[src/inc/boost_limit_defines.svh]
// Register map and field constants for the boost limit and status bank.
// Assumes inclusion by the package and the bank module by bare name.
`ifndef BOOST_LIMIT_DEFINES_SVH
`define BOOST_LIMIT_DEFINES_SVH
// ----------------------------------------
// Register offsets
// ----------------------------------------
`define ROOF_THRESHOLD_ADDR    8'h03
`define CURRENT_LIMIT_ADDR     8'h04
`define CONDITION_FLAGS_ADDR   8'h05
// ----------------------------------------
// Reset values
// ----------------------------------------
`define ROOF_THRESHOLD_RESET   5'h0a
`define CURRENT_LIMIT_RESET    6'h1b
// ----------------------------------------
// Timing
// ----------------------------------------
`define BOOST_LIMIT_TIME_US    1500
`define MCLK_MHZ               10
`endif

[src/inc/boost_limit_pkg.sv]
// Types shared by the boost limit and status bank.
// Assumes the defines header sits on the include path.
package boost_limit_pkg;
  `include "boost_limit_defines.svh"

  // Current-limit setting fields, bit 5 down to bit 0
  typedef struct packed {
    logic       limit_disable;
    logic       soft_start_fixed;
    logic [3:0] valley_limit_code;
  } current_limit_t;

  // Status byte layout, bit 7 down to bit 0
  typedef struct packed {
    logic thermal_trip_flag;
    logic hot_die_indicator;
    logic switching_mode_indicator;
    logic operating_path_indicator;
    logic bypass_overcurrent_flag;
    logic boost_overcurrent_flag;
    logic fault_flag;
    logic output_in_range;
  } condition_flags_t;

  // Raw inputs from the analog side
  typedef struct packed {
    logic thermal_trip;
    logic hot_die;
    logic pfm_mode;
    logic dcdc_mode;
    logic bypass_limit;
    logic avg_limit_active;
    logic fault;
    logic power_good;
    logic forced_bypass;
  } analog_status_t;
endpackage : boost_limit_pkg

[src/hdl/boost_limit_status_regs.sv]
// Roof threshold, current-limit settings and status flags of the converter bank.
// Assumes a serial-bus front end giving one-cycle read/write strobes on i_mclk;
// analog status arrives asynchronously and is synchronised here.
// How it works
// - The roof threshold is a five-bit code, 2.850V at zero rising 50mV a step to 4.400V.
// - Bits 7:6 of the current-limit register ignore writes and read as zero.
// - Bit 5 of the current-limit register disables the current limit when set.
// - Bit 4 picks a fixed 1250mA soft-start limit when set, else the valley code.
// - The four-bit valley code picks the boost valley current, 1500mA to 5000mA.
// - Status bit 7 latches on a thermal trip and clears after a status read.
// - Status bit 6 shows the live hot-die comparison without latching.
// - Status bit 5 shows PFM as one and PWM as zero.
// - Status bit 4 shows dc/dc mode as one and pass-through as zero.
// - Status bit 3 latches on a bypass current-limit trip in pass-through until a status read.
// - Status bit 2 latches once the average input limit stays active 1.5ms in boost.
// - Status bit 1 latches on any fault until a status read.
// - Status bit 0 shows output in range, and reads one when forced into pass-through.
`timescale 1ns/10ps
`include "boost_limit_defines.svh"

module boost_limit_status_regs #(
  parameter int BOOST_LIMIT_CYCLES = `BOOST_LIMIT_TIME_US * `MCLK_MHZ
) (
  // Clock and reset
  input  wire logic                             i_mclk,
  input  wire logic                             i_srst,
  // Register access strobes
  input  wire logic                             i_wr_stb,
  input  wire logic                             i_rd_stb,
  input  wire logic [7:0]                       i_addr,
  input  wire logic [7:0]                       i_wdata,
  output logic      [7:0]                       o_rdata,
  // Analog status, asynchronous
  input  wire boost_limit_pkg::analog_status_t  i_status,
  // Settings to the regulation loop
  output logic      [4:0]                       o_roof_threshold_code,
  output boost_limit_pkg::current_limit_t       o_current_limit
);
  import boost_limit_pkg::*;

  // ----------------------------------------
  // Status synchroniser
  // ----------------------------------------
  analog_status_t sync1_reg, sync2_reg;

  // Two stages; only sync2 is read by logic
  // Bits cross on their own, so two levels that move together may land an edge apart
  always_ff @(posedge i_mclk) begin
    if (i_srst) begin
      sync1_reg <= '0;
      sync2_reg <= '0;
    end else begin
      sync1_reg <= i_status;
      sync2_reg <= sync1_reg;
    end
  end

  // ----------------------------------------
  // Settings registers
  // ----------------------------------------
  logic [4:0]     roof_reg, roof_next;
  current_limit_t valley_limit_code_reg, valley_limit_code_next;

  // Writes keep only implemented bits; reserved bits are dropped
  always_comb begin
    roof_next = roof_reg;
    valley_limit_code_next = valley_limit_code_reg;
    if (i_wr_stb && i_addr == `ROOF_THRESHOLD_ADDR) begin
      roof_next = i_wdata[4:0];
    end
    if (i_wr_stb && i_addr == `CURRENT_LIMIT_ADDR) begin
      valley_limit_code_next = i_wdata[5:0];
    end
  end

  always_ff @(posedge i_mclk) begin
    if (i_srst) begin
      roof_reg <= `ROOF_THRESHOLD_RESET;
      valley_limit_code_reg <= `CURRENT_LIMIT_RESET;
    end else begin
      roof_reg <= roof_next;
      valley_limit_code_reg <= valley_limit_code_next;
    end
  end

  // Settings leave straight from flip-flops, so the loop never sees a glitch
  assign o_roof_threshold_code = roof_reg;
  assign o_current_limit       = valley_limit_code_reg;

  // ----------------------------------------
  // Boost average-limit timer
  // ----------------------------------------
  localparam int CW = $clog2(BOOST_LIMIT_CYCLES + 1);
  logic [CW-1:0] avg_cnt_reg, avg_cnt_next;
  logic          avg_hit;

  // Counts while the average limit is active in dc/dc mode; restarts on any gap
  // Limitation: a single quiet cycle restarts the whole window, by design
  always_comb begin
    avg_hit      = 1'b0;
    avg_cnt_next = '0;
    if (sync2_reg.avg_limit_active && sync2_reg.dcdc_mode) begin
      if (avg_cnt_reg == CW'(BOOST_LIMIT_CYCLES - 1)) begin
        avg_hit      = 1'b1;
        avg_cnt_next = avg_cnt_reg;
      end else begin
        avg_cnt_next = avg_cnt_reg + CW'(1);
      end
    end
  end

  always_ff @(posedge i_mclk) begin
    if (i_srst) begin
      avg_cnt_reg <= '0;
    end else begin
      avg_cnt_reg <= avg_cnt_next;
    end
  end

  // ----------------------------------------
  // Sticky flags
  // ----------------------------------------
  logic [3:0] sticky_reg, sticky_next; // thermal, bypass, boost, fault
  logic [3:0] sticky_set;
  logic       stat_rd;

  assign stat_rd = i_rd_stb && i_addr == `CONDITION_FLAGS_ADDR;

  // Set beats the read-clear so an event during a read is kept
  // A source that stays high therefore re-arms its flag on every read
  always_comb begin
    sticky_set = {sync2_reg.thermal_trip,
                  sync2_reg.bypass_limit && !sync2_reg.dcdc_mode,
                  avg_hit,
                  sync2_reg.fault};
    sticky_next = (stat_rd ? 4'h0 : sticky_reg) | sticky_set;
  end

  always_ff @(posedge i_mclk) begin
    if (i_srst) begin
      sticky_reg <= '0;
    end else begin
      sticky_reg <= sticky_next;
    end
  end

  // ----------------------------------------
  // Read data
  // ----------------------------------------
  condition_flags_t flags;
  logic [7:0]       rdata_reg, rdata_next;

  // Live bits come straight from the synchronised inputs
  always_comb begin
    flags.thermal_trip_flag        = sticky_reg[3];
    flags.hot_die_indicator        = sync2_reg.hot_die;
    flags.switching_mode_indicator = sync2_reg.pfm_mode;
    flags.operating_path_indicator = sync2_reg.dcdc_mode;
    flags.bypass_overcurrent_flag  = sticky_reg[2];
    flags.boost_overcurrent_flag   = sticky_reg[1];
    flags.fault_flag               = sticky_reg[0];
    flags.output_in_range = sync2_reg.power_good | sync2_reg.forced_bypass;
  end

  // Read returns pre-clear values; reserved bits and unmapped reads are zero
  always_comb begin
    rdata_next = rdata_reg;
    if (i_rd_stb) begin
      unique case (i_addr)
        `ROOF_THRESHOLD_ADDR:   rdata_next = {3'h0, roof_reg};
        `CURRENT_LIMIT_ADDR:    rdata_next = {2'h0, valley_limit_code_reg};
        `CONDITION_FLAGS_ADDR:  rdata_next = flags;
        default:                rdata_next = 8'h00;
      endcase
    end
  end

  always_ff @(posedge i_mclk) begin
    if (i_srst) begin
      rdata_reg <= 8'h00;
    end else begin
      rdata_reg <= rdata_next;
    end
  end

  assign o_rdata = rdata_reg;

  // ----------------------------------------
  // Assertions
  // ----------------------------------------
  thermal_sticky_a: assert property (@(posedge i_mclk) disable iff (i_srst)
    sync2_reg.thermal_trip |=> sticky_reg[3])
    else $error("thermal flag not latched");
  sticky_clear_a: assert property (@(posedge i_mclk) disable iff (i_srst)
    (stat_rd && sticky_set == 4'h0) |=> sticky_reg == 4'h0)
    else $error("sticky flags not cleared by read");
  sticky_hold_a: assert property (@(posedge i_mclk) disable iff (i_srst)
    (sticky_reg[0] && !stat_rd) |=> sticky_reg[0])
    else $error("fault flag dropped without read");
  read_capture_a: assert property (@(posedge i_mclk) disable iff (i_srst)
    stat_rd |=> o_rdata[7] == $past(sticky_reg[3]) && o_rdata[1] == $past(sticky_reg[0]))
    else $error("status read not pre-clear");
  valley_limit_code_reserved_a: assert property (@(posedge i_mclk) disable iff (i_srst)
    (i_rd_stb && i_addr == `CURRENT_LIMIT_ADDR) |=> o_rdata[7:6] == 2'h0)
    else $error("reserved bits not zero");
  valley_limit_code_write_a: assert property (@(posedge i_mclk) disable iff (i_srst)
    (i_wr_stb && i_addr == `CURRENT_LIMIT_ADDR)
      |=> o_current_limit.limit_disable == $past(i_wdata[5]))
    else $error("limit disable not written");
  roof_write_a: assert property (@(posedge i_mclk) disable iff (i_srst)
    (i_wr_stb && i_addr == `ROOF_THRESHOLD_ADDR)
      |=> o_roof_threshold_code == $past(i_wdata[4:0]))
    else $error("roof code not written");
  boost_timer_a: assert property (@(posedge i_mclk) disable iff (i_srst)
    avg_hit |-> avg_cnt_reg == CW'(BOOST_LIMIT_CYCLES - 1))
    else $error("boost flag early");
  in_range_a: assert property (@(posedge i_mclk) disable iff (i_srst)
    (stat_rd && sync2_reg.forced_bypass) |=> o_rdata[0])
    else $error("in-range not forced in bypass");

  // ----------------------------------------
  // Reset, hold and read-back checks
  // ----------------------------------------
  // Reset loads the power-up roof code
  roof_reset_a: assert property (@(posedge i_mclk)
    i_srst |=> o_roof_threshold_code == `ROOF_THRESHOLD_RESET)
    else $error("roof reset value wrong");
  // Reset loads the power-up current-limit settings
  valley_limit_code_reset_a: assert property (@(posedge i_mclk)
    i_srst |=> o_current_limit == `CURRENT_LIMIT_RESET)
    else $error("current limit reset value wrong");
  // Reset clears every flag and the read data
  flags_reset_a: assert property (@(posedge i_mclk)
    i_srst |=> sticky_reg == 4'h0 && o_rdata == 8'h00)
    else $error("flags not cleared by reset");
  // Roof code only moves on its own write
  roof_hold_a: assert property (@(posedge i_mclk) disable iff (i_srst)
    !(i_wr_stb && i_addr == `ROOF_THRESHOLD_ADDR) |=> $stable(o_roof_threshold_code))
    else $error("roof code moved without write");
  // Current-limit settings only move on their own write
  valley_limit_code_hold_a: assert property (@(posedge i_mclk) disable iff (i_srst)
    !(i_wr_stb && i_addr == `CURRENT_LIMIT_ADDR) |=> $stable(o_current_limit))
    else $error("current limit moved without write");
  // Soft-start choice follows the written bit
  soft_start_write_a: assert property (@(posedge i_mclk) disable iff (i_srst)
    (i_wr_stb && i_addr == `CURRENT_LIMIT_ADDR)
      |=> o_current_limit.soft_start_fixed == $past(i_wdata[4]))
    else $error("soft-start choice not written");
  // Valley code follows the written nibble
  valley_write_a: assert property (@(posedge i_mclk) disable iff (i_srst)
    (i_wr_stb && i_addr == `CURRENT_LIMIT_ADDR)
      |=> o_current_limit.valley_limit_code == $past(i_wdata[3:0]))
    else $error("valley code not written");
  // Upper roof bits always read back as zero
  roof_reserved_a: assert property (@(posedge i_mclk) disable iff (i_srst)
    (i_rd_stb && i_addr == `ROOF_THRESHOLD_ADDR) |=> o_rdata[7:5] == 3'h0)
    else $error("roof reserved bits not zero");
  // Hot-die bit is the live comparison at the read edge
  hot_die_read_a: assert property (@(posedge i_mclk) disable iff (i_srst)
    stat_rd |=> o_rdata[6] == $past(sync2_reg.hot_die))
    else $error("hot-die bit not live");
  // Switching-mode bit is live
  pfm_read_a: assert property (@(posedge i_mclk) disable iff (i_srst)
    stat_rd |=> o_rdata[5] == $past(sync2_reg.pfm_mode))
    else $error("switching mode bit not live");
  // Operating-path bit is live
  path_read_a: assert property (@(posedge i_mclk) disable iff (i_srst)
    stat_rd |=> o_rdata[4] == $past(sync2_reg.dcdc_mode))
    else $error("operating path bit not live");
  // Bypass trip in pass-through latches
  bypass_sticky_a: assert property (@(posedge i_mclk) disable iff (i_srst)
    (sync2_reg.bypass_limit && !sync2_reg.dcdc_mode) |=> sticky_reg[2])
    else $error("bypass flag not latched");
  // Full boost window latches
  boost_sticky_a: assert property (@(posedge i_mclk) disable iff (i_srst)
    avg_hit |=> sticky_reg[1])
    else $error("boost flag not latched");
  // Any fault latches
  fault_sticky_a: assert property (@(posedge i_mclk) disable iff (i_srst)
    sync2_reg.fault |=> sticky_reg[0])
    else $error("fault flag not latched");
  // Current-limit flags read back as they stood before the clear
  flag_capture_a: assert property (@(posedge i_mclk) disable iff (i_srst)
    stat_rd |=> o_rdata[3] == $past(sticky_reg[2]) && o_rdata[2] == $past(sticky_reg[1]))
    else $error("limit flags not pre-clear");
  // In-range bit is live, forced high by forced pass-through
  in_range_read_a: assert property (@(posedge i_mclk) disable iff (i_srst)
    stat_rd |=> o_rdata[0] == $past(sync2_reg.power_good | sync2_reg.forced_bypass))
    else $error("in-range bit wrong");
  // Any gap in the average limit restarts the window
  timer_restart_a: assert property (@(posedge i_mclk) disable iff (i_srst)
    !(sync2_reg.avg_limit_active && sync2_reg.dcdc_mode) |=> avg_cnt_reg == CW'(0))
    else $error("boost timer not restarted");
  // Thermal flag holds until a status read
  thermal_hold_a: assert property (@(posedge i_mclk) disable iff (i_srst)
    (sticky_reg[3] && !stat_rd) |=> sticky_reg[3])
    else $error("thermal flag dropped without read");
  // Read data stands until the next read
  rdata_hold_a: assert property (@(posedge i_mclk) disable iff (i_srst)
    !i_rd_stb |=> $stable(o_rdata))
    else $error("read data moved without read");
  // A write to the status register changes no flag
  status_nowrite_a: assert property (@(posedge i_mclk) disable iff (i_srst)
    (i_wr_stb && i_addr == `CONDITION_FLAGS_ADDR && !stat_rd && sticky_set == 4'h0)
      |=> sticky_reg == $past(sticky_reg))
    else $error("status write changed flags");

endmodule : boost_limit_status_regs

[config.mk]
export PLATFORM = sky130hd
export DESIGN_NAME = boost_limit_status_regs
export DESIGN_NICKNAME = d
export VERILOG_FILES = /design/src/inc/boost_limit_pkg.sv /design/src/hdl/boost_limit_status_regs.sv
export VERILOG_INCLUDE_DIRS = /design/src /design/src/inc
export SDC_FILE = /design/constraint.sdc
export NUM_CORES = 1
export LEC_CHECK = 0
export ABC_CLOCK_PERIOD_IN_PS = 2600
export BUFFER_PORTS_ARGS = -buffer_cell sky130_fd_sc_hd__buf_4
export CORE_UTILIZATION = 35
export CTS_BUF_LIST = sky130_fd_sc_hd__clkbuf_4 sky130_fd_sc_hd__clkbuf_8
export CTS_CLUSTER_SIZE = 8
export DETAILED_ROUTE_END_ITERATION = 12
export GPL_TIMING_DRIVEN = 0
export SYNTH_ARGS = -nofsm -noshare
export SYNTH_HDL_FRONTEND = slang
export SYNTH_SLANG_ARGS = --single-unit
[constraint.sdc]
create_clock -name i_mclk -period 2.6 [get_ports i_mclk]
set_input_delay 0.13 -clock i_mclk [delete_from_list [all_inputs] [get_ports i_mclk]]
set_output_delay 0.13 -clock i_mclk [all_outputs]
set_load 0.03 [all_outputs]
==> out/qor.yml, run 1 <==
grt_pass1_vias: 1657
power_leakage_nw: 1.07
gr-total-overflow: 0
yosysTopAreaCell: "dfxtp_1"
diodes: 0
coreArea_mm2: 0.00635
post-route-util: 0.445
syn_area_mm2: 0.00229
hold_depth: 2
clk_pin_slew_ps: 110
crit_arrival_ps: 1940
setup.worst_path.class: "reg2reg"
final_common_cell: "dfxtp_1"
worstMarginPinSlew_ps: 614
final.setup_skew_ps: 8.84
largest_reg_flops: 14
dr_wl_met2_um: 2140
grt_usage: 0.148
cts_root_buffer: "clkbuf_8"
ys_seq_area_frac: 0.481
synth_cell_types: 50
clock-sinks: 55
totalWireLength_um: 4850
initial_utilization: 0.361
p_per_area_mw_per_mm2: 525
total_power_mw: 1.48
dieHeight_um: 82.9
cts_resized: 0
instances_no_fill: 368
antenna_found_initial: 0
routabilityCongestion: 0.797
layout_setup_ws_ps: 897
drive_gt1_frac: 0.216
htree_num_levels: 2
netlist.area_leader.share: 0.481
met3_length_um: 220
min_from: "i_status[0]"
r2r_cells: 4
top_layer_used: "met4"
grt_pass1_wl_um: 8180
cts.path.max_buffers: 2
setup_viol: 0
max_cap_viol_count: 0
viasPerCell: 5.12
post_drt_wl_per_cell_um: 13.2
end_kind: "register"
mostFrequentLayoutCells: "dfxtp_1, buf_4, nor2b_1, nand2_1, nor2_1"
ys.flop_type: "dfxtp_1"
startpoint: "avg_cnt_reg[0]$_SDFFE_PP0P_"
grt_max_degree: 21
hold_viol: 0
die_w_um: 82.9
status: "complete, no violations"
synth_edf_count: 0
cts_tree: "done"
ys_top_cells_by_area: "dfxtp_1, mux2i_1, nor2b_1, nand2_1, nor2_1"
dpl_cell_area_mm2: 0.00272
ir_drop_v: 0.000332
hold_path_class: "in2reg"
fin_tns_setup_ps: 0
ys_async_sr_fraction: 0
fin_nets: 320
dieArea_mm2: 0.00687
finalMaxSlewViolations: 0
dpl.cell_count: 359
worst_setup_path_start_kind: "register"
port_buffers: 44
dp_hpwl_um: 3500
fin_hold_ws_ps: 14.2
drt_iter0_drc: 75
detail-route-antenna-nets: 0
r2r_start: "avg_cnt_reg[0]$_SDFFE_PP0P_"
area.growth.synth_to_final_pct: 23.4
max_freq_ghz: 0.587
num_rows: 29
min_period_ps: 1700
io_pins: 48
fin_crit_sh: 0.655
syn_inst: 238
required_ps: 2840
drc_errors: 0
vias: 1883
wl_met1_um: 2420
dr.pass1.iters: 4
rsz0062_at_grt: "false"
final_area_mm2: 0.00283
cts_setup_buffers: 0
yosys_warnings: 0
clock_latency_ps: 310
numCtsBuffers: 5
slew_headroom: 0.590
ys_ff_latch: 55
synthesis.nets: 268
syn_area_per_cell_um2: 9.62
cp_max_fo: 6
dp_slack_ps: 934
[final timing paths]
| check | endpoint | slack [ps] |
|---|---|---|
| hold reg to reg | sync2_reg[4]$_SDFF_PP0_ | 440 |
| hold / removal | sync1_reg[0]$_SDFF_PP0_ | 10 |
| setup reg to reg | avg_cnt_reg[10]$_SDFFE_PP0P_ | 900 |
| setup / recovery | avg_cnt_reg[10]$_SDFFE_PP0P_ | 900 |
[timing repair]
action | 4_1_cts | 5_1_grt
hold buffers | 0 | 1
hold endpoints to repair | 0 | 1
endpoints found under the setup margin | 0 | 0
[layer usage]
metal	track usage	vias up
met1	0.213	868
met2	0.209	45
met4	0.0580	0
li1	-	966
met5	0	-
met3	0.0388	4
[cell usage after synthesis, drive strengths merged, types with 3 or more instances]
cell type	number
o21ai	4
buf	3
nor3b	3
a21oi	10
nand2b	6
nand4	7
inv	9
o31ai	4
or3	5
a22o	5
o221ai	5
dfxtp	55
o21a	3
nor2	15
or4	5
mux2i	12
nand3	7
nand4b	4
nor4	3
nor2b	20
clkbuf	8
nand2	18
[kinds of logic (layout without fill, tap and decap cells)]
family | Yosys count | in the layout | share of synthesized area
adder cells (fa/ha/maj) | 1 | 1 | 0.00546
AND/OR/NAND/NOR | 106 | 106 | 0.279
XOR/XNOR | 1 | 1 | 0.00383
multiplexers | 13 | 13 | 0.0574
AO/OA/AOI/OAI | 42 | 42 | 0.134
buffers and inverters | 20 | 73 | 0.0393
flip-flops | 55 | 55 | 0.481
[area by class of cell]
| type | instances | area (um^2) |
|---|---|---|
| fillers | 619 | 3520 |
| flip-flops and latches | 55 | 1100 |
| inverters | 9 | 33.8 |
| repair buffers | 45 | 340 |
| clock buffers | 5 | 68.8 |
| multi-input cells | 163 | 1100 |
| plain buffers | 11 | 56.3 |
| clock inverters | 3 | 31.3 |
| well taps | 77 | 96.3 |
[worst max-delay path, cell delays in order, from the launching register on]
cell     delay [ps]
dfxtp_1         440
ha_1            330
nand3_1         210
or4_1           510
a21oi_1         140
[where the power goes]
part | internal (mW) | switching, mW | total (mW)
logic | 0.0507 | 0.0487 | 0.0994
registers | 0.858 | 0.00462 | 0.863
clock network | 0.207 | 0.313 | 0.521
Power figures use the tool's default switching activity.
==> run 2: changes to the inputs <==
--- a/config.mk
+++ b/config.mk
@@ -6,7 +6,7 @@
 export SDC_FILE = /design/constraint.sdc
 export NUM_CORES = 1
 export LEC_CHECK = 0
-export ABC_CLOCK_PERIOD_IN_PS = 2600
+export ABC_CLOCK_PERIOD_IN_PS = 1700
 export BUFFER_PORTS_ARGS = -buffer_cell sky130_fd_sc_hd__buf_4
 export CORE_UTILIZATION = 35
 export CTS_BUF_LIST = sky130_fd_sc_hd__clkbuf_4 sky130_fd_sc_hd__clkbuf_8
==> constraint.sdc (replaced) <==
create_clock -name i_mclk -period 1.7 [get_ports i_mclk]
set_input_delay 0.085 -clock i_mclk [delete_from_list [all_inputs] [get_ports i_mclk]]
set_output_delay 0.085 -clock i_mclk [all_outputs]
set_load 0.03 [all_outputs]
==> out/qor.yml, run 2 (synthesis gave the netlist of run 1 again) <==
p_per_area_mw_per_mm2: 773  # +47%
cp_max_fo: 6  # unchanged
initial_utilization: 0.361  # unchanged
fin_nets: 331  # +3.4%
htree_num_levels: 2  # unchanged
dieHeight_um: 82.9  # unchanged
num_rows: 29  # unchanged
post-route-util: 0.465  # +0.0197
dr.pass1.iters: 5  # +1
die_w_um: 82.9  # unchanged
largest_reg_flops: 14  # unchanged
grt_usage: 0.151  # +0.00297
vias: 1931  # +2.5%
slew_headroom: 0.592  # +0.00268
worst_setup_path_start_kind: "register"
worstMarginPinSlew_ps: 610  # -4.01 ps
final.setup_skew_ps: 9.49  # +0.648 ps
grt_pass1_wl_um: 8350  # +2.0%
routabilityCongestion: 0.797  # unchanged
cts_root_buffer: "clkbuf_8"
grt_pass1_vias: 1716  # +3.6%
power_leakage_nw: 1.13  # +5.8%
dp_hpwl_um: 3500  # unchanged
viasPerCell: 5.09  # -0.43%
end_kind: "register"
post_drt_wl_per_cell_um: 13.0  # -1.2%
clk_pin_slew_ps: 110  # about the same
finalMaxSlewViolations: 0  # unchanged
coreArea_mm2: 0.00635  # unchanged
ir_drop_v: 0.000523  # +57%
drt_iter0_drc: 69  # -8.0%
totalWireLength_um: 4940  # +1.8%
mostFrequentLayoutCells: "dfxtp_1, buf_4, nor2b_1, nand2_1, nor2_1"
crit_arrival_ps: 1840  # -100 ps
diodes: 0  # unchanged
grt_max_degree: 21  # unchanged
gr-total-overflow: 0  # unchanged
fin_crit_sh: 0.939  # +0.284
clock_latency_ps: 310  # about the same
fin_hold_ws_ps: 14.9  # +0.732 ps
setup.worst_path.class: "reg2reg"
port_buffers: 44  # unchanged
status: "complete, no violations"
drc_errors: 0  # unchanged
numCtsBuffers: 5  # unchanged
hold_viol: 0  # unchanged
detail-route-antenna-nets: 0  # unchanged
final_common_cell: "dfxtp_1"
max_cap_viol_count: 0  # unchanged
required_ps: 1940  # -900 ps
dieArea_mm2: 0.00687  # unchanged
hold_path_class: "in2reg"
area.growth.synth_to_final_pct: 28.9
drive_gt1_frac: 0.228  # +0.0120
clock-sinks: 55  # unchanged
r2r_setup_slack_ps: 100  # -790 ps
cts_tree: "done"
antenna_found_initial: 0  # unchanged
cts.path.max_buffers: 2  # unchanged
min_period_ps: 1600  # -106 ps
setup_viol: 0  # unchanged
io_pins: 48  # unchanged
max_freq_ghz: 0.626  # +6.6%
[run 2: routing by layer]
layer | routed length (um) | global-route usage
met5 | 0 | 0
met4 | 44 | 0.0627
met3 | 196 | 0.0388
met2 | 2210 | 0.215
met1 | 2480 | 0.214
[run 2: area by class of cell]
class / instances / area [um^2]
fill: 617 / 3400
sequential: 55 / 1100
buffer: 11 / 57.6
clock buffer: 5 / 68.8
tap: 77 / 96.3
clock inverter: 3 / 31.3
timing repair buffer: 56 / 445
multi-input combinational: 163 / 1120
inverter: 9 / 33.8
[run 2: where the power goes]
part	internal, mW	leakage (nW)	switching [mW]	total (mW)
sequential	1.31	0.448	0.00703	1.32
clock	0.317	0.0526	0.477	0.794
combinational	0.0909	0.634	0.0772	0.168
[run 2: critical path: stages, from the launching register on]
cell and delay [ps]:
dfxtp_1 420, ha_2 280, nand3_1 190, or4_1 500, a21oi_1 140
[run 2: path summary, 6_finish.rpt]
check,start,endpoint,cells after the start
max reg2reg,avg_cnt_reg[1]$_SDFFE_PP0P_,avg_cnt_reg[10]$_SDFFE_PP0P_,4
min,i_rd_stb,o_rdata[7]$_SDFFE_PP0P_,2
max,avg_cnt_reg[1]$_SDFFE_PP0P_,avg_cnt_reg[10]$_SDFFE_PP0P_,4
min reg2reg,sync1_reg[4]$_SDFF_PP0_,sync2_reg[4]$_SDFF_PP0_,1
[run 2: what timing repair did]
action                                 CTS  global route
cloned                                   0             0
endpoints found under the hold margin    9             1
pin swaps                                0             1
hold buffers                             9             1
setup endpoints to repair                1             5
buffers inserted                         0             2
resized for setup                        1             5
[run 2: through the flow]
step | std cells | setup slack (ps) | TNS [ps] | instance area, um^2 | power, mW
2_1_floorplan | 238 | 246 | 0 | 2290 | 1.42
3_3_place_gp | 359 | 56.0 | 0 | 2720 | 1.50
3_5_place_dp | 359 | 33.9 | 0 | 2720 | 1.50
4_1_cts | 376 | 9.85 | 0 | 2920 | 2.30
5_1_grt | 379 | -8.47 | -15.1 | 2950 | 2.39
6_report | 379 | 103 | 0 | 2950 | 2.28
==> run 3: changes to the inputs <==
--- a/config.mk
+++ b/config.mk
@@ -12,7 +12,6 @@
 export CTS_BUF_LIST = sky130_fd_sc_hd__clkbuf_4 sky130_fd_sc_hd__clkbuf_8
 export CTS_CLUSTER_SIZE = 8
 export DETAILED_ROUTE_END_ITERATION = 12
-export GPL_TIMING_DRIVEN = 0
 export SYNTH_ARGS = -nofsm -noshare
 export SYNTH_HDL_FRONTEND = slang
 export SYNTH_SLANG_ARGS = --single-unit
==> out/qor.yml, run 3 (synthesis gave the netlist of run 1 again) <==
status: "complete, no violations"
rsz0062_at_grt: "false"
dieHeight_um: 82.9  # unchanged
hold_viol: 0  # unchanged
worstMarginPinSlew_ps: 372  # -238 ps
num_rows: 29  # unchanged
routabilityCongestion: 0.795  # -0.29%
cp_cell_sequence: "ha_1 > nand3_1 > or4_1 > a21oi_1"
clk_pin_slew_ps: 110  # about the same
final_area_mm2: 0.00296  # +0.30%
worst_setup_path_start_kind: "register"
setup.worst_path.class: "reg2reg"
dpl.cell_count: 361  # +0.56%
dpl_cell_area_mm2: 0.00276  # +1.5%
wl_met1_um: 2400  # -3.4%
seq_area_mm2: 0.00110  # -0.11%
max_freq_ghz: 0.695  # +11%
htree_num_levels: 2  # unchanged
numCtsBuffers: 5  # unchanged
drive_gt1_frac: 0.245  # +0.0166
dp_slack_ps: 171  # +137 ps
fin_hold_ws_ps: 19.7  # +4.77 ps
power_leakage_nw: 1.15  # +1.4%
ir_drop_v: 0.000431  # -18%
post-route-util: 0.466  # +0.00138
cts.path.max_buffers: 2  # unchanged
fin_tns_setup_ps: 0  # unchanged
vias: 1934  # +0.16%
crit_arrival_ps: 1690  # -150 ps
drc_errors: 0  # unchanged
io_pins: 48  # unchanged
cts_tree: "done"
grt_pass1_vias: 1753  # +2.2%
met3_length_um: 182  # -7.1%
coreArea_mm2: 0.00635  # unchanged
gr-total-overflow: 0  # unchanged
clock-sinks: 55  # unchanged
area.growth.synth_to_final_pct: 29.3
largest_reg_flops: 14  # unchanged
max_cap_viol_count: 0  # unchanged
p_per_area_mw_per_mm2: 766  # -0.85%
drt_iter0_drc: 85  # +23%
cp_max_fo: 5  # -1
dp_hpwl_um: 3450  # -1.5%
diodes: 0  # unchanged
slowest_delay_ps: 490  # about the same
grt_usage: 0.144  # -0.00629
layout_setup_ws_ps: 260  # +157 ps
fin_crit_sh: 0.847  # -0.0926
final_common_cell: "buf_4"
finalMaxSlewViolations: 0  # unchanged
dr_wl_met2_um: 2180  # -1.6%
slew_headroom: 0.748  # +0.156
multi_input_area_mm2: 0.00110  # -1.6%
post_drt_wl_per_cell_um: 12.7  # -2.3%
antenna_found_initial: 0  # unchanged
hold_path_class: "in2reg"
instances_no_fill: 379  # unchanged
total_power_mw: 2.27  # -0.56%
cts_root_buffer: "clkbuf_8"
min_period_ps: 1440  # -157 ps
fill_cells: 602  # -2.4%
top_layer_used: "met4"
dieArea_mm2: 0.00687  # unchanged
final.setup_skew_ps: 11.1  # +1.64 ps
path_buf_inv: 0  # unchanged
dr.pass1.iters: 4  # -1
grt_pass1_wl_um: 8140  # -2.5%
mostFrequentLayoutCells: "buf_4, dfxtp_1, nor2b_1, nand2_1, nor2_1"
fin_nets: 331  # unchanged
end_kind: "register"
die_w_um: 82.9  # unchanged
totalWireLength_um: 4820  # -2.3%
port_buffers: 45  # +2.3%
detail-route-antenna-nets: 0  # unchanged
setup_viol: 0  # unchanged
viasPerCell: 5.10  # +0.16%
required_ps: 1950  # about the same
initial_utilization: 0.361  # unchanged
grt_max_degree: 23  # +9.5%
cts_setup_buffers: 0  # unchanged
clock_latency_ps: 310  # about the same
slowest_stage: "or4_1"
critPathTopFamily: "simple AND/OR/NAND/NOR gates"
[run 3: changes by cell type in the layout (fill, tap and decap cells not counted), sizes merged]
cell    before  now
buf         49   57
clkbuf      13    5
clkinv       0    1
inv         12   11
[run 3: power by group]
part | leakage (nW) | internal, mW | switching (mW)
combinational | 0.652 | 0.0927 | 0.0733
clock | 0.0519 | 0.314 | 0.470
sequential | 0.448 | 1.31 | 0.00744
[run 3: final timing paths]
kind / startpoint / to / slack, ps / depth (start not counted)
max: avg_cnt_reg[1]$_SDFFE_PP0P_ / avg_cnt_reg[10]$_SDFFE_PP0P_ / 260 / 4
min reg2reg: sync1_reg[4]$_SDFF_PP0_ / sync2_reg[4]$_SDFF_PP0_ / 440 / 1
min: i_rd_stb / o_rdata[7]$_SDFFE_PP0P_ / 20 / 2
max reg2reg: avg_cnt_reg[1]$_SDFFE_PP0P_ / avg_cnt_reg[10]$_SDFFE_PP0P_ / 260 / 4
[run 3: repair_timing]
item,CTS,global route
hold buffers,9,1
gates resized for setup,0,0
hold endpoints to repair,9,1
[run 3: cell type report]
type,count,area share
sequential,55,0.372
clock buffer,5,0.0232
tap,77,0.0325
clock inverter,3,0.0114
timing repair buffer,67,0.178
multi-input combinational,163,0.371
inverter,9,0.0114
[run 3: metal layers]
| layer | vias to the layer above | GRT usage |
|---|---|---|
| met3 | 6 | 0.0318 |
| met5 | - | 0 |
| met1 | 905 | 0.195 |
| li1 | 984 | - |
| met4 | 0 | 0.0470 |
| met2 | 39 | 0.229 |
[run 3: worst reg2reg max path, cell delays in order, from the launching register on]
cell     delay (ps)
dfxtp_1         410
ha_1            190
nand3_1         150
or4_1           490
a21oi_1         140
